==> src/pae_regs.vh <==
// Constants for the paged address extension unit
`ifndef PAE_REGS_VH
`define PAE_REGS_VH

// Address mode field values
`define PAE_MODE_16 2'h0
`define PAE_MODE_PAGED 2'h1
`define PAE_MODE_RST 2'h0

// Instruction classes presented by the core
`define PAE_OP_NEXT 4'h0
`define PAE_OP_LJMP 4'h1
`define PAE_OP_AJMP 4'h2
`define PAE_OP_ACALL 4'h3
`define PAE_OP_LCALL 4'h4
`define PAE_OP_RET 4'h5
`define PAE_OP_RETI 4'h6
`define PAE_OP_INTR 4'h7
`define PAE_OP_JMPA 4'h8
`define PAE_OP_MOVC 4'h9
`define PAE_OP_MOVX_RI 4'hA
`define PAE_OP_MOVX_DP 4'hB
`define PAE_OP_DPINC 4'hC

// Configuration write selects
`define PAE_CFG_MODE 3'h0
`define PAE_CFG_PAGE 3'h1
`define PAE_CFG_EXT0 3'h2
`define PAE_CFG_EXT1 3'h3
`define PAE_CFG_UPPER 3'h4

// Reset values
`define PAE_PC_RST 24'h000000
`define PAE_SP_RST 8'h07
`define PAE_BYTE_RST 8'h00
`define PAE_DP_RST 16'h0000

// Memory-width masks for register-indirect data moves
`define PAE_MASK_22 8'h3F
`define PAE_MASK_23 8'h7F

// Interrupt vector page and nesting limit
`define PAE_VEC_PAGE 8'h00
`define PAE_MAX_NEST 2'h3

// Stack frame lengths in bytes
`define PAE_FRAME_16 2'h2
`define PAE_FRAME_EXT 2'h3

// Machine cycles in 16-bit mode
`define PAE_CYC_ACALL 3'h3
`define PAE_CYC_LCALL 3'h4
`define PAE_CYC_RET 3'h4
`define PAE_CYC_INTR 3'h4
`define PAE_CYC_LJMP 3'h4
`define PAE_CYC_OTHER 3'h1
// Extra machine cycle outside 16-bit mode (for RET, RETI and INTR in every such mode; for ACALL and LCALL in paged mode only)
`define PAE_CYC_EXTRA 3'h1
// Contiguous-mode cycles for extended operand forms
`define PAE_CYC_C_ACALL 3'h5
`define PAE_CYC_C_AJMP 3'h5
`define PAE_CYC_C_LCALL 3'h6
`define PAE_CYC_C_LJMP 3'h5

// Sequencer states
`define PAE_ST_IDLE 2'h0
`define PAE_ST_PUSH 2'h1
`define PAE_ST_POP 2'h2
`define PAE_ST_FIN 2'h3

`endif

==> src/pae_core.v <==
// Program-counter, stack-frame and data-address extension unit
`timescale 1ns/1ps
`default_nettype none
`include "pae_regs.vh"

module pae_core (
    // Clock and reset
    input wire clk,
    input wire srst,
    // Software configuration writes
    input wire cfg_wr,
    input wire [2:0] cfg_sel,
    input wire [7:0] cfg_wdata,
    input wire dp_wr,
    input wire dp_wsel,
    input wire [15:0] dp_wdata,
    input wire dp_select,
    input wire sp_wr,
    input wire [7:0] sp_wdata,
    // Memory assignment bits
    input wire can_memory_assign,
    input wire internal_memory_config_hi,
    // Operands from the core
    input wire [7:0] port_two_latch,
    input wire [7:0] ri_value,
    input wire [7:0] acc_value,
    // Instruction request
    input wire op_valid,
    input wire [3:0] op_code,
    input wire [2:0] op_len,
    input wire [23:0] op_target,
    // Stack read data
    input wire [7:0] stk_rdata,
    // Instruction status
    output reg op_ready,
    output reg op_done,
    output reg [2:0] op_cycles,
    output reg [1:0] mode_active,
    output reg [1:0] mode_request,
    output reg [1:0] int_depth,
    // Architectural state
    output reg [23:0] pc,
    output reg [7:0] sp,
    output reg [7:0] code_page_reg,
    output reg [7:0] pointer0_extension,
    output reg [7:0] pointer1_extension,
    output reg [7:0] indirect_move_upper_addr,
    output reg [15:0] dp0,
    output reg [15:0] dp1,
    // Memory bus addresses
    output reg [23:0] xdata_addr,
    output reg xdata_strobe,
    output reg [23:0] code_addr,
    output reg code_strobe,
    // Stack memory
    output reg stk_we,
    output reg stk_re,
    output reg [7:0] stk_addr,
    output reg [7:0] stk_wdata
);

    reg [1:0] state;
    reg [1:0] cnt;
    reg [1:0] nbytes_q;
    reg [23:0] save;
    reg [23:0] tgt_q;
    reg [3:0] op_q;
    reg pop_phase;

    reg [1:0] cur_mode;
    reg m16;
    reg paged;
    reg contig;
    reg [15:0] low_inc;
    reg [23:0] seq_pc;
    reg [7:0] load_page;
    reg [15:0] sel_dp;
    reg [7:0] sel_ext;
    reg [23:0] tgt;
    reg [1:0] nbytes;
    reg [2:0] cyc;
    reg [7:0] mx_hi;
    reg [23:0] ri_addr;
    reg [23:0] dp_addr;
    reg [23:0] tbl_addr;
    reg [16:0] dp_sum;

    wire accept;
    assign accept = op_valid && op_ready && (state == `PAE_ST_IDLE);

    always @* begin
        // mode latch: request seen only between instructions
        cur_mode = (state == `PAE_ST_IDLE) ? mode_request : mode_active;
        m16 = (cur_mode == `PAE_MODE_16);
        paged = (cur_mode == `PAE_MODE_PAGED);
        contig = cur_mode[1];
        sel_dp = dp_select ? dp1 : dp0;
        sel_ext = dp_select ? pointer1_extension : pointer0_extension;
        low_inc = pc[15:0] + {13'h0000, op_len};
        seq_pc = contig ? (pc + {21'h000000, op_len}) : {pc[23:16], low_inc};
        load_page = paged ? code_page_reg : `PAE_VEC_PAGE;
        tbl_addr = contig ? ({sel_ext, sel_dp} + {16'h0000, acc_value})
                          : {pc[23:16], sel_dp + {8'h00, acc_value}};
        case (op_code)
            `PAE_OP_LJMP, `PAE_OP_LCALL: begin
                tgt = contig ? op_target : {load_page, op_target[15:0]};
            end
            `PAE_OP_AJMP: begin
                tgt = contig ? {seq_pc[23:19], op_target[18:0]}
                             : {seq_pc[23:11], op_target[10:0]};
            end
            `PAE_OP_ACALL: begin
                tgt = contig ? {seq_pc[23:19], op_target[18:0]}
                             : {load_page, seq_pc[15:11], op_target[10:0]};
            end
            `PAE_OP_INTR: begin
                tgt = {`PAE_VEC_PAGE, op_target[15:0]};
            end
            `PAE_OP_JMPA: begin
                tgt = tbl_addr;
            end
            default: begin
                tgt = seq_pc;
            end
        endcase
        nbytes = m16 ? `PAE_FRAME_16 : `PAE_FRAME_EXT;
        case (op_code)
            `PAE_OP_ACALL: begin
                cyc = contig ? `PAE_CYC_C_ACALL
                             : (paged ? `PAE_CYC_ACALL + `PAE_CYC_EXTRA : `PAE_CYC_ACALL);
            end
            `PAE_OP_LCALL: begin
                cyc = contig ? `PAE_CYC_C_LCALL
                             : (paged ? `PAE_CYC_LCALL + `PAE_CYC_EXTRA : `PAE_CYC_LCALL);
            end
            `PAE_OP_RET, `PAE_OP_RETI: begin
                cyc = m16 ? `PAE_CYC_RET : `PAE_CYC_RET + `PAE_CYC_EXTRA;
            end
            `PAE_OP_INTR: begin
                cyc = m16 ? `PAE_CYC_INTR : `PAE_CYC_INTR + `PAE_CYC_EXTRA;
            end
            `PAE_OP_LJMP: begin
                cyc = contig ? `PAE_CYC_C_LJMP : `PAE_CYC_LJMP;
            end
            `PAE_OP_AJMP: begin
                cyc = contig ? `PAE_CYC_C_AJMP : `PAE_CYC_OTHER;
            end
            default: begin
                cyc = `PAE_CYC_OTHER;
            end
        endcase
        mx_hi = indirect_move_upper_addr &
                ((can_memory_assign | internal_memory_config_hi) ? `PAE_MASK_23 : `PAE_MASK_22);
        ri_addr = m16 ? {8'h00, port_two_latch, ri_value}
                      : {mx_hi, port_two_latch, ri_value};
        // pointer form skips latch and upper register
        dp_addr = m16 ? {8'h00, sel_dp} : {sel_ext, sel_dp};
        dp_sum = {1'b0, sel_dp} + 17'h00001;
    end

    always @(posedge clk) begin
        if (srst) begin
            state <= `PAE_ST_IDLE;
            cnt <= 2'h0;
            nbytes_q <= 2'h0;
            save <= `PAE_PC_RST;
            tgt_q <= `PAE_PC_RST;
            op_q <= `PAE_OP_NEXT;
            pop_phase <= 1'b0;
            op_ready <= 1'b1;
            op_done <= 1'b0;
            op_cycles <= 3'h0;
            mode_active <= `PAE_MODE_RST;
            mode_request <= `PAE_MODE_RST;
            int_depth <= 2'h0;
            pc <= `PAE_PC_RST;
            sp <= `PAE_SP_RST;
            code_page_reg <= `PAE_BYTE_RST;
            pointer0_extension <= `PAE_BYTE_RST;
            pointer1_extension <= `PAE_BYTE_RST;
            indirect_move_upper_addr <= `PAE_BYTE_RST;
            dp0 <= `PAE_DP_RST;
            dp1 <= `PAE_DP_RST;
            xdata_addr <= 24'h000000;
            xdata_strobe <= 1'b0;
            code_addr <= 24'h000000;
            code_strobe <= 1'b0;
            stk_we <= 1'b0;
            stk_re <= 1'b0;
            stk_addr <= 8'h00;
            stk_wdata <= 8'h00;
        end else begin
            op_done <= 1'b0;
            xdata_strobe <= 1'b0;
            code_strobe <= 1'b0;
            stk_we <= 1'b0;
            stk_re <= 1'b0;
            if (dp_wr) begin
                if (dp_wsel) begin
                    dp1 <= dp_wdata;
                end else begin
                    dp0 <= dp_wdata;
                end
            end
            if (sp_wr && state == `PAE_ST_IDLE && !accept) begin
                sp <= sp_wdata;
            end
            case (state)
                `PAE_ST_IDLE: begin
                    if (accept) begin
                        mode_active <= cur_mode;
                        op_q <= op_code;
                        op_cycles <= cyc;
                        nbytes_q <= nbytes;
                        tgt_q <= tgt;
                        case (op_code)
                            `PAE_OP_ACALL, `PAE_OP_LCALL, `PAE_OP_INTR: begin
                                save <= (op_code == `PAE_OP_INTR) ? pc : seq_pc;
                                cnt <= 2'h0;
                                op_ready <= 1'b0;
                                state <= `PAE_ST_PUSH;
                            end
                            `PAE_OP_RET, `PAE_OP_RETI: begin
                                tgt_q <= 24'h000000;
                                cnt <= nbytes - 2'h1;
                                pop_phase <= 1'b0;
                                op_ready <= 1'b0;
                                state <= `PAE_ST_POP;
                            end
                            `PAE_OP_MOVX_RI, `PAE_OP_MOVX_DP: begin
                                xdata_addr <= (op_code == `PAE_OP_MOVX_RI) ? ri_addr : dp_addr;
                                xdata_strobe <= 1'b1;
                                pc <= seq_pc;
                                op_done <= 1'b1;
                            end
                            `PAE_OP_MOVC: begin
                                code_addr <= tbl_addr;
                                code_strobe <= 1'b1;
                                pc <= seq_pc;
                                op_done <= 1'b1;
                            end
                            `PAE_OP_DPINC: begin
                                if (dp_select) begin
                                    dp1 <= dp_sum[15:0];
                                end else begin
                                    dp0 <= dp_sum[15:0];
                                end
                                // carry reaches extension only when contiguous
                                if (contig && dp_sum[16]) begin
                                    if (dp_select) begin
                                        pointer1_extension <= pointer1_extension + 8'h01;
                                    end else begin
                                        pointer0_extension <= pointer0_extension + 8'h01;
                                    end
                                end
                                pc <= seq_pc;
                                op_done <= 1'b1;
                            end
                            default: begin
                                // plain forms keep the page in paged mode, except LJMP which loads code_page_reg
                                pc <= tgt;
                                op_done <= 1'b1;
                            end
                        endcase
                    end
                end
                `PAE_ST_PUSH: begin
                    // pre-increment then write, low byte first
                    stk_we <= 1'b1;
                    stk_addr <= sp + 8'h01;
                    sp <= sp + 8'h01;
                    stk_wdata <= save[cnt * 8 +: 8];
                    cnt <= cnt + 2'h1;
                    if (cnt == nbytes_q - 2'h1) begin
                        state <= `PAE_ST_FIN;
                    end
                end
                `PAE_ST_POP: begin
                    // highest byte first, decrement after each
                    if (!pop_phase) begin
                        stk_re <= 1'b1;
                        stk_addr <= sp;
                        sp <= sp - 8'h01;
                        pop_phase <= 1'b1;
                    end else begin
                        tgt_q[cnt * 8 +: 8] <= stk_rdata;
                        pop_phase <= 1'b0;
                        cnt <= cnt - 2'h1;
                        if (cnt == 2'h0) begin
                            state <= `PAE_ST_FIN;
                        end
                    end
                end
                default: begin
                    pc <= tgt_q;
                    op_done <= 1'b1;
                    op_ready <= 1'b1;
                    state <= `PAE_ST_IDLE;
                    if (op_q == `PAE_OP_INTR && int_depth != `PAE_MAX_NEST) begin
                        int_depth <= int_depth + 2'h1;
                    end else if (op_q == `PAE_OP_RETI && int_depth != 2'h0) begin
                        int_depth <= int_depth - 2'h1;
                    end
                end
            endcase
            // Configuration writes land last so they win over hardware updates; dp_wr writes land first and lose to DPINC
            if (cfg_wr) begin
                case (cfg_sel)
                    `PAE_CFG_MODE: begin
                        mode_request <= cfg_wdata[1:0];
                    end
                    `PAE_CFG_PAGE: begin
                        code_page_reg <= cfg_wdata;
                    end
                    `PAE_CFG_EXT0: begin
                        pointer0_extension <= cfg_wdata;
                    end
                    `PAE_CFG_EXT1: begin
                        pointer1_extension <= cfg_wdata;
                    end
                    `PAE_CFG_UPPER: begin
                        indirect_move_upper_addr <= cfg_wdata;
                    end
                    default: begin
                    end
                endcase
            end
        end
    end

endmodule // pae_core
`default_nettype wire

==> config.mk <==
export PLATFORM = sky130hd
export DESIGN_NAME = pae_core
export DESIGN_NICKNAME = d
export VERILOG_FILES = /design/src/pae_core.v
export VERILOG_INCLUDE_DIRS = /design/src
export SDC_FILE = /design/constraint.sdc
export NUM_CORES = 1
export LEC_CHECK = 0
export ABC_CLOCK_PERIOD_IN_PS = 4800
export BUFFER_PORTS_ARGS = -buffer_cell sky130_fd_sc_hd__buf_2
export CELL_PAD_IN_SITES_DETAIL_PLACEMENT = 2
export CELL_PAD_IN_SITES_GLOBAL_PLACEMENT = 2
export CORE_MARGIN = 4
export CORE_UTILIZATION = 32
export CTS_BUF_LIST = sky130_fd_sc_hd__clkbuf_16
export CTS_CLUSTER_SIZE = 20
export DETAILED_ROUTE_END_ITERATION = 6
export PLACE_DENSITY = 0.84
export SLEW_MARGIN = 40
export SYNTH_ARGS = -nofsm -noshare
export SYNTH_HDL_FRONTEND = slang
export SYNTH_SLANG_ARGS = --single-unit
==> constraint.sdc <==
create_clock -name clk -period 4.8 [get_ports clk]
set_input_delay 0.72 -clock clk [delete_from_list [all_inputs] [get_ports clk]]
set_output_delay 0.72 -clock clk [all_outputs]
set_load 0.05 [all_outputs]
# Word-level counts from Yosys, hierarchy flattened
# Index checks and enable logic that the tools add are counted.
# classes
n_addsub	16
eq_ne	32
shift	3
muxes	88
n_bitwise	7
reduce_logical	43
# ops
operator	count
24-bit 2-to-1 mux	12
16-bit 2-to-1 mux	13
8-bit 2-to-1 mux	19
24-bit case mux with 2 select lines	3
24-bit case mux with 5 select lines	1
5-bit negation with 34-bit output	1
8-bit by 34-bit variable shift with 24-bit output (first input constant)	1
8-bit by 34-bit variable part select with 24-bit output	1
8-bit case mux with 2 select lines	2
24-bit by 3-bit adder with 24-bit output	1
24-bit by 8-bit adder with 24-bit output	1
8-bit by 1-bit adder with 8-bit output (second input constant)	3
24-bit bitwise mux	1
4-bit by 3-bit equality test with 1-bit output (second input constant)	6
24-bit by 6-bit variable part select with 8-bit output	1
3-bit AND reduction	7
4-bit equality test (second input constant)	5
2-bit 2-to-1 mux	10
19-bit 2-to-1 mux	1
16-bit by 1-bit adder with 17-bit output (second input constant)	1
16-bit by 3-bit adder with 16-bit output	1
16-bit by 8-bit adder with 16-bit output	1
2-bit inequality test (second input constant)	8
3-bit case mux with 5 select lines	1
35 further kinds	88
# totals
register_bits	234
input_bits	108
out_inout_bits	175
wordCells	218

# Logic depth before layout (Yosys ltp)
# Gate-level depths: netlist of run 1.
# depth
ltp_word	9
mapped_depth	16
ltp_nobuf	12

# Worst setup path before layout of run 1
# OpenSTA, ideal clock, no wires.
# synth_timing
path_kind	input port to flip-flop
from	input port dp_select
to	register pc[21]
setup_time_ns	0.122
t_arrival_ns	4.382
path_slack_ns	0.296
cell_stages	15
path_buffers	5
cell_sequence	buf_6 > buf_2 > buf_2 > buf_1 > clkbuf_1 > mux2i_1 > inv_1 > ha_1 > a21o_1 > a21oi_1 > a211oi_1 > o2111ai_1 > xnor2_1 > a211o_1 > o311a_1
# synth_between
elab_chain_cells	7
word_cells_on_any_way	8
classes_between	add/sub: 1; mux: 7
# synth_lines
element	line	text
start: declaration	pae_core.v:17	input wire dp_select,
16-bit 2-to-1 mux / 8-bit 2-to-1 mux (equally long branches)	pae_core.v:97, pae_core.v:98	
24-bit by 8-bit adder with 24-bit output *	pae_core.v:102	tbl_addr = contig ? ({sel_ext, sel_dp} + {16'h0000, acc_value})
24-bit 2-to-1 mux *	pae_core.v:102	
24-bit case mux with 5 select lines *	pae_core.v:104	case (op_code)
24-bit case mux with 2 select lines *	pae_core.v:216	case (op_code)
24-bit 2-to-1 mux *	pae_core.v:210	if (accept) begin
24-bit case mux with 2 select lines *	pae_core.v:208	case (state)
end signal: assignment	pae_core.v:233	pc <= seq_pc;
end signal: assignment	pae_core.v:239	pc <= seq_pc;
end signal: assignment	pae_core.v:256	pc <= seq_pc;
end: declaration	pae_core.v:42	output reg [23:0] pc,
# Mark *: on every way between the ends. The rest lies on a longest branch, timed or not. The select of a mux whose other input is x is not followed.
# A chain may end at the register's enable or synchronous reset.

# Worst setup path after layout of run 1
# layout_timing
from	input port dp_select
to	register pc[20]
# The elaborated chain is that of the path after synthesis.

==> flow_summary.toml, run 1 <==
[run_status]
status = "finished, final reports clean"

[flow_run]
cap_violations = 0

[grt]
antenna_found_initial = 0
track_usage_pct = 26.0
overflow = 0
grt_max_degree = 56
grt_pass1_vias = 15700
grt_pass1_wl_um = 94200

[critical_path]
reg2reg_depth = 11
slowest_delay_ps = 450
regToRegSetupSlack_ps = 1370
required_ps = 5280
r2r-end = "pc[20]"
path_cells = "buf_2 > mux2_2 > ha_1 > fa_1 > a211oi_1 > o211ai_1 > nand4_1 > nor4_1 > xnor2_1 > a2111oi_0 > a2bb2oi_1 > nor2_1"
cp-end-kind = "flip-flop"
critPathMaxFanout = 21
startpoint_type = "input port"
crit_path_top_delay_cell = "a2111oi_0"
r2r_start = "dp1[0]"
critPathKind = "in -> reg"
cp.arrival_ps = 4080
cp_num_buf_inv = 1
cpLargestDelayFamily = "compound AO/OA/AOI/OAI gates"

[finish]
syn_to_final_growth_pct = 20.5
fin_area_sq_um = 16300
finalNetCount = 2087
drive_gt1_share_pct = 19.4
final_cells = 2515
final_core_util_pct = 38.9
antennaDiodeCount = 0

[synthesis]
synth_top_family_by_area = "compound AO/OA/AOI/OAI gates"
synthArstFlopShare_pct = 0
yosysSeqAreaShare_pct = 34.6
synth_top_area_share_pct = 34.6
ys_top_cells_by_count = "286 x nor2_1, 234 x dfxtp_1, 144 x a21oi_1"
yosys_warnings = 0
syn_area_per_cell_sq_um = 7.77
ys.flop_type = "dfxtp_1"
post-synth-top-count-cell = "nor2_1"
synthTopCellsByArea = "dfxtp_1 35%, nor2_1 7.9%, a211oi_1 6.5%, a21oi_1 5.3%, mux2i_1 4.9%"
yosysTopAreaCell = "dfxtp_1"
syn_area_sq_um = 13500
ys_seq_elements = 234
muxShareOfSynthArea_pct = 5.22
synth_cells = 1741
synth-edff-count = 0
synth_compound_area_share_pct = 24.5
synth_fa_ha_area_share_pct = 2.42
synth_nets = 1874
yosysUniqueCellTypes = 69
synthXorXnorAreaFrac_pct = 6.54
synth_simple_gate_area_share_pct = 21.9

[power_and_ir_drop]
p_per_area_nw_per_um2 = 531
power_leakage_nw = 6.59
peakVddDrop_mv = 0.373

[cts]
numCtsBuffers = 30
cts.sinks = 234
clk_path_buf_depth = 3
cts-root-buf = "clkbuf_16"
postCtsResizedCells = 0
clk_pin_slew_ps = 60
cts_tree = "yes"
cts_hold_buffers = 0
htree_levels = 1
post_cts_buffers = 0
clock_latency_ps = 610

[min_path]
hold_start = "cfg_wdata[6]"
hold_depth = 3
hp-class = "in -> reg"
holdPathEnd = "code_page_reg[6]"

[floorplanning]
rows = 75
die_x_um = 214
dieArea_sq_um = 45600
die_h_um = 214
initial_core_util_pct = 32.3
core_area_sq_um = 41900
pin_count = 283

[detailed_routing]
drt_wl_total_um = 61400
drtIter0Drc = 1027
detail_route.first_pass.iterations = 5
drc = 0
viasPerCell = 5.77
wire_per_inst_um = 24.4
vias = 14500
ant_nets = 0

[sta]
period_needed_ps = 3610
tns_ps = 0
slew_viol_final = 0
finalSetupViolations = 0
maxSlewHeadroom_pct = 43.6
hold_viol = 0
rsz0062_at_grt = "false"
skew_ps = 46.7
post-route-period-util_pct = 75.1
fmax_mhz = 277
setup_slack_ps = 1190
worstMarginPinSlew_ps = 839

[place]
dp_hpwl_um = 46100
dpl-instance-area_sq_um = 15400
numPlacedInstances = 2461
io_buffers = 282
routabilityCongestion = 0.896
place_ws_ps = 635
cells by family after synthesis:
| kind of cell | count (synthesis) |
|---|---|
| buf+inv | 163 |
| fa+ha+maj | 25 |
| compound gates | 502 |
| flops | 234 |
| mux | 70 |
| xor+xnor | 101 |
| simple gates | 646 |
where the power goes:
group	internal [W]	switching (W)
clock network	0.00112	0.000926
logic	0.00115	0.00272
registers	0.00226	0.000464
total	0.00454	0.00411
worst reg2reg max path, stage by stage, from the launching register on:
cell and delay [ps]:
dfxtp_1 380, mux2_2 340, ha_1 220, fa_1 440
a211oi_1 380, o211ai_1 190, nand4_1 310, nor4_1 110
xnor2_1 180, a2111oi_0 450, a2bb2oi_1 230, nor2_1 50
layout by cell type (no fill, tap or decap), types with 6 or more instances in the layout:
cell         n
a311oi_1    22
a2111oi_0    6
nor3_1      32
mux2i_1     65
a31oi_1     15
xor2_1      42
nand4_1     21
a221oi_1    22
and2_1       8
a21o_1      13
buf_4       36
nor3b_1      8
clkbuf_16   30
clkinv_1     8
dfxtp_1    234
xnor2_1     59
nor2b_1     19
nand2_1    139
o21ai_0     79
a211o_1      8
ha_1        22
or3_1       14
nand3b_1     6
o211ai_1    16
nand2b_1    16
nor2_1     285
nand3_1     44
buf_2      281
and3_1      19
a21oi_1    142
a211oi_1   117
inv_1       36
a22oi_1     14
worst max path at each step:
stage	start	endpoint	slack [ps]	cells past startpoint
5_1_grt	dp_select	pc[20]	970	12
2_1_floorplan	dp_select	pc[21]	300	15
3_5_place_dp	dp_select	pc[20]	630	12
6_report	dp_select	pc[20]	1190	12
4_1_cts	dp_select	pc[20]	1220	12
3_3_place_gp	dp_select	pc[20]	810	12
stage by stage:
stage | total power [W] | hold WS (ps)
after detailed placement | 0.00659 | 450
after CTS | 0.00868 | 395
final | 0.00865 | 420
after global placement | 0.00639 | 447
after floorplan | 0.00528 | 431
after global routing | 0.00915 | 430
metal layers:
layer  global-route usage (%)  share of wire, %  wire (um)
met5                    0.209                 0          0
met3                     5.57               5.8       3550
met2                     45.0                49      29900
met1                     32.6                42      26100
met4                     7.90               3.1       1940
area by class of cell:
type	instances	area, sq um
clock inverters	24	123
clock buffers	30	751
inverters	26	97.6
repair buffers	318	1690
well taps	539	674
multi-input cells	1344	8280
flip-flops and latches	234	4680
fillers	4857	25600
(Power assumes the default switching activity.)
==> inputs of run 2 (changes only) <==
--- a/config.mk
+++ b/config.mk
@@ -6,12 +6,13 @@
 export SDC_FILE = /design/constraint.sdc
 export NUM_CORES = 1
 export LEC_CHECK = 0
-export ABC_CLOCK_PERIOD_IN_PS = 4800
+export ABC_AREA = 1
+export ABC_CLOCK_PERIOD_IN_PS = 3400
 export BUFFER_PORTS_ARGS = -buffer_cell sky130_fd_sc_hd__buf_2
 export CELL_PAD_IN_SITES_DETAIL_PLACEMENT = 2
 export CELL_PAD_IN_SITES_GLOBAL_PLACEMENT = 2
 export CORE_MARGIN = 4
-export CORE_UTILIZATION = 32
+export CORE_UTILIZATION = 30
 export CTS_BUF_LIST = sky130_fd_sc_hd__clkbuf_16
 export CTS_CLUSTER_SIZE = 20
 export DETAILED_ROUTE_END_ITERATION = 6
==> constraint.sdc (replaced) <==
create_clock -name clk -period 3.4 [get_ports clk]
set_input_delay 0.51 -clock clk [delete_from_list [all_inputs] [get_ports clk]]
set_output_delay 0.51 -clock clk [all_outputs]
set_load 0.05 [all_outputs]
==> flow_summary.toml, run 2 <==
[synthesis]
post-synth-top-count-cell = "nand2_1"
synthXorXnorAreaFrac_pct = 3.89
synth_nets = 2288
yosysUniqueCellTypes = 53
syn_area_sq_um = 14000
muxShareOfSynthArea_pct = 0.215
synth-edff-count = 0
synthArstFlopShare_pct = 0
synth_fa_ha_area_share_pct = 2.35
synthTopCellsByArea = "dfxtp_1 34%, nand2_1 14%, a21oi_1 8.6%, o21ai_0 8.3%, inv_1 6.3%"
synth_compound_area_share_pct = 24.0
ys_top_cells_by_count = "508 x nand2_1, 239 x a21oi_1, 234 x dfxtp_1, 234 x inv_1, 231 x o21ai_0"
ys.flop_type = "dfxtp_1"
yosys_warnings = 0
yosysSeqAreaShare_pct = 33.5
synth_simple_gate_area_share_pct = 26.2
synth_top_family_by_area = "simple AND/OR/NAND/NOR gates"
yosysTopAreaCell = "dfxtp_1"
synth_top_area_share_pct = 33.5
synth_cells = 2155
ys_seq_elements = 234
syn_area_per_cell_sq_um = 6.48

[sta]
fmax_mhz = 320
period_needed_ps = 3130
whs_ps = 204
post-route-period-util_pct = 91.9
worstMarginPinSlew_ps = 795
skew_ps = 21.0
rsz0062_at_grt = "false"
maxSlewHeadroom_pct = 47.0
tns_ps = 0
finalSetupViolations = 0
hold_viol = 0
slew_viol_final = 0

[critical_path]
cp.arrival_ps = 3620
critPathKind = "reg -> reg"
critPathMaxFanout = 6
slowest_delay_ps = 460
path_cells = "inv_1 > ha_1 > o21ai_2 > inv_1 > nand2_2 > inv_1 > nor2_1 > o21ai_0 > a21oi_1 > nor2_1 > nand2_1 > nand3_1 > a21oi_1"
required_ps = 3900
startpoint_type = "flip-flop"
cp-end-kind = "flip-flop"
crit_path_top_delay_cell = "nor2_1"
cp_common_cell = "inv_1"

[place]
dp_hpwl_um = 54900
numPlacedInstances = 2982
io_buffers = 282
routabilityCongestion = 0.897

[grt]
overflow = 0
grt_max_degree = 83
grt_pass1_wl_um = 108000
grt_pass1_vias = 17700
antenna_found_initial = 1
track_usage_pct = 27.5

[cts]
cts_tree = "yes"
htree_levels = 1
cts-root-buf = "clkbuf_16"
post_cts_buffers = 0
clk_path_buf_depth = 3
postCtsResizedCells = 0
cts.sinks = 234
clock_latency_ps = 590
numCtsBuffers = 30
cts_hold_buffers = 0
clk_pin_slew_ps = 60

[floorplanning]
initial_core_util_pct = 30.6
dieArea_sq_um = 50100
die_h_um = 224
die_x_um = 224
pin_count = 283
core_area_sq_um = 45700
rows = 78

[finish]
final_core_util_pct = 37.3
final_common_cell = "nand2_1"
syn_to_final_growth_pct = 22.0
drive_gt1_share_pct = 18.3
final_cells = 3035
finalNetCount = 2547
fillers = 5550
layout_common_cells = "506 x nand2_1, 282 x buf_2, 239 x a21oi_1"

[detailed_routing]
drc = 0
vias = 16700
viasPerCell = 5.51
detail_route.first_pass.iterations = 5
wire_per_inst_um = 23.8
ant_nets = 0
drt_wl_total_um = 72200
drtIter0Drc = 1153

[min_path]
hp-class = "in -> reg"

[power_and_ir_drop]
p_per_area_nw_per_um2 = 807
power_leakage_nw = 8.12
peakVddDrop_mv = 0.423

[run_status]
status = "finished, final reports clean"

[flow_run]
cap_violations = 0
run 2: area by class of cell:
cell class                      count  area [sq um]  area share, %
Timing Repair Buffer              332          1800           10.6
Antenna cell                        3          7.51         0.0441
Tap cell                          600           751           4.41
Multi-Input combinational cell   1567          7920           46.5
Clock buffer                       31           776           4.55
Inverter                          249           937           5.50
Sequential cell                   234          4680           27.5
Clock inverter                     19           160          0.940
run 2: per-layer routing:
metal	track usage, %	vias up	routed length (um)
met4	8.95	0	2400
met5	0	-	0
li1	-	7674	-
met3	3.81	128	3960
met1	36.8	8397	32600
met2	45.8	523	33200
run 2: power breakdown:
part           switching, W  internal [W]
registers          0.000596       0.00332
logic               0.00501       0.00166
clock network       0.00133       0.00185
total               0.00693       0.00683
run 2: per-stage QoR:
stage               total power (W)  setup slack [ps]  area, sq um
floorplan                   0.00805               882        14000
finish                       0.0138               274        17000
detailed placement           0.0105               104        16100
CTS                          0.0137               426        17000
global placement             0.0102               303        16100
global route                 0.0144               174        17000
run 2: cells by family after synthesis:
family,count (synthesis)
muxes,3
adders and majority gates,25
buffers and inverters,354
xor gates and xnor gates,62
DFF,234
AOI/OAI and AO/OA,612
and+or+nand+nor,865
run 2: path summary, 6_finish.rpt:
| kind | slack [ps] | cells past startpoint | endpoint | startpoint |
|---|---|---|---|---|
| worst max-delay path | 270 | 13 | tgt_q[20] | state[0] |
| worst min-delay path | 200 | 3 | xdata_addr[4] | ri_value[4] |
| worst max register to register | 270 | 13 | tgt_q[20] | state[0] |
| worst min register to register | 460 | 2 | op_q[3] | op_q[3] |
run 2: worst max-delay path, delay by kind of cell, from the launching register on:
family,cells,cell delay (ps)
AOI/OAI and AO/OA,4,1030
DFF,1,370
adders and majority gates,1,330
buffers and inverters,3,390
and+or+nand+nor,5,900
==> inputs of run 3 (changes only) <==
--- a/config.mk
+++ b/config.mk
@@ -17,6 +17,7 @@
 export CTS_CLUSTER_SIZE = 20
 export DETAILED_ROUTE_END_ITERATION = 6
 export PLACE_DENSITY = 0.84
+export REMOVE_ABC_BUFFERS = 1
 export SLEW_MARGIN = 40
 export SYNTH_ARGS = -nofsm -noshare
 export SYNTH_HDL_FRONTEND = slang
==> flow_summary.toml, run 3 (same netlist as run 2, synthesis figures left out) <==
[run_status]
status = "finished, final reports clean"

[power_and_ir_drop]
swShare_pct = 50.2
p_per_area_nw_per_um2 = 805
p_sw_w = 0.00687
combPwrFrac_pct = 47.9
p_clk_share_pct = 23.2
peakVddDrop_mv = 0.448
internal_power_w = 0.00682
power_leakage_nw = 8.11
pwr-share-seq_pct = 28.9

[critical_path]
cp-end-kind = "flip-flop"
critPathKind = "reg -> reg"
required_ps = 3870
cp.arrival_ps = 3620
r2r_start = "state[0]"
crit_start = "state[0]"
startpoint_type = "flip-flop"
critPathMaxFanout = 9

[detailed_routing]
ant_nets = 0
vias = 16700
drtIter0Drc = 1189
viasPerCell = 5.49
drc = 0
drt_wl_total_um = 70900
detail_route.first_pass.iterations = 7
wire_per_inst_um = 23.4

[cts]
cts_tree = "yes"
post_cts_buffers = 0
cts-root-buf = "clkbuf_16"
clk_path_buf_depth = 3
cts_hold_buffers = 0
cts.sinks = 234
htree_levels = 1
postCtsResizedCells = 0
clk_pin_slew_ps = 60
clock_latency_ps = 580
numCtsBuffers = 30

[sta]
finalSetupViolations = 0
fmax_mhz = 318
setup_slack_ps = 252
period_needed_ps = 3150
tns_ps = 0
slew_viol_final = 0
post-route-period-util_pct = 92.6
maxSlewHeadroom_pct = 48.0
skew_ps = 8.88
rsz0062_at_grt = "false"
worstMarginPinSlew_ps = 775
hold_viol = 0

[floorplanning]
dieArea_sq_um = 50100
core_area_sq_um = 45700
die_h_um = 224
initial_core_util_pct = 30.6
die_x_um = 224
pin_count = 283
rows = 78

[finish]
finalNetCount = 2545
antennaDiodeCount = 0
drive_gt1_share_pct = 18.1
final_cells = 3032
fillers = 5631
layout_common_cells = "506 x nand2_1, 282 x buf_2, 239 x a21oi_1"
fin_area_sq_um = 17000
final_core_util_pct = 37.3
final_common_cell = "nand2_1"
syn_to_final_growth_pct = 21.9

[grt]
antenna_found_initial = 2
grt_max_degree = 97
overflow = 0
grt_pass1_vias = 17700
grt_pass1_wl_um = 108000
track_usage_pct = 27.1

[place]
dp_hpwl_um = 54000
numPlacedInstances = 2980
routabilityCongestion = 0.899
place_ws_ps = 81.4
io_buffers = 282
dpl-instance-area_sq_um = 16100

[flow_run]
cap_violations = 0

[min_path]
hold_start = "cfg_wdata[1]"
hp-class = "in -> reg"
## run 3: metal layers
layer  global-route usage [%]  up-vias  routed length (um)
li1                         -     7667                   -
met1                     35.8     8395               31300
met2                     46.5      488               33800
met3                     4.31       97                4080
met4                     6.88        4                1720
met5                        0        -                  20
## run 3: worst paths after layout
| path | to | slack (ps) | cells after the start |
|---|---|---|---|
| setup reg to reg | tgt_q[19] | 250 | 11 |
| hold reg to reg | stk_addr[0] | 460 | 2 |
| hold / removal | pointer1_extension[1] | 190 | 3 |
| setup / recovery | tgt_q[19] | 250 | 11 |
## run 3: stage by stage
step | power (W) | hold slack (ps)
final | 0.0137 | 189
after global routing | 0.0144 | 190
after CTS | 0.0137 | 164
after detailed placement | 0.0104 | 458
after global placement | 0.0102 | 443
after floorplan | 0.00791 | 431
## run 3: worst max-delay path: stages, from the launching register on
cell and delay (ps):
dfxtp_1 330, inv_1 110, ha_1 230, inv_1 70, nor2_1 580, inv_1 340, nand2_1 220, inv_1 80
o21ai_1 400, inv_1 330, o21ai_0 270, a21oi_1 70
## run 3: cell type report
| class | instances | area (sq um) | share of cell area (%) |
|---|---|---|---|
| clock buffers | 31 | 776 | 4.56 |
| clock inverters | 21 | 165 | 0.970 |
| inverters | 249 | 937 | 5.51 |
| multi-input cells | 1567 | 7910 | 46.5 |
| flip-flops and latches | 234 | 4680 | 27.5 |
| well taps | 600 | 751 | 4.41 |
| repair buffers | 330 | 1800 | 10.6 |
## run 3: power groups by stage
stage / combinational [W] / clock (W) / sequential [W]
2_1_floorplan: 0.00285 / 0 / 0.00506
3_3_place_gp: 0.00621 / 0 / 0.00396
3_5_place_dp: 0.00644 / 0 / 0.00400
4_1_cts: 0.00651 / 0.00322 / 0.00395
5_1_grt: 0.00707 / 0.00335 / 0.00402
6_report: 0.00656 / 0.00317 / 0.00397
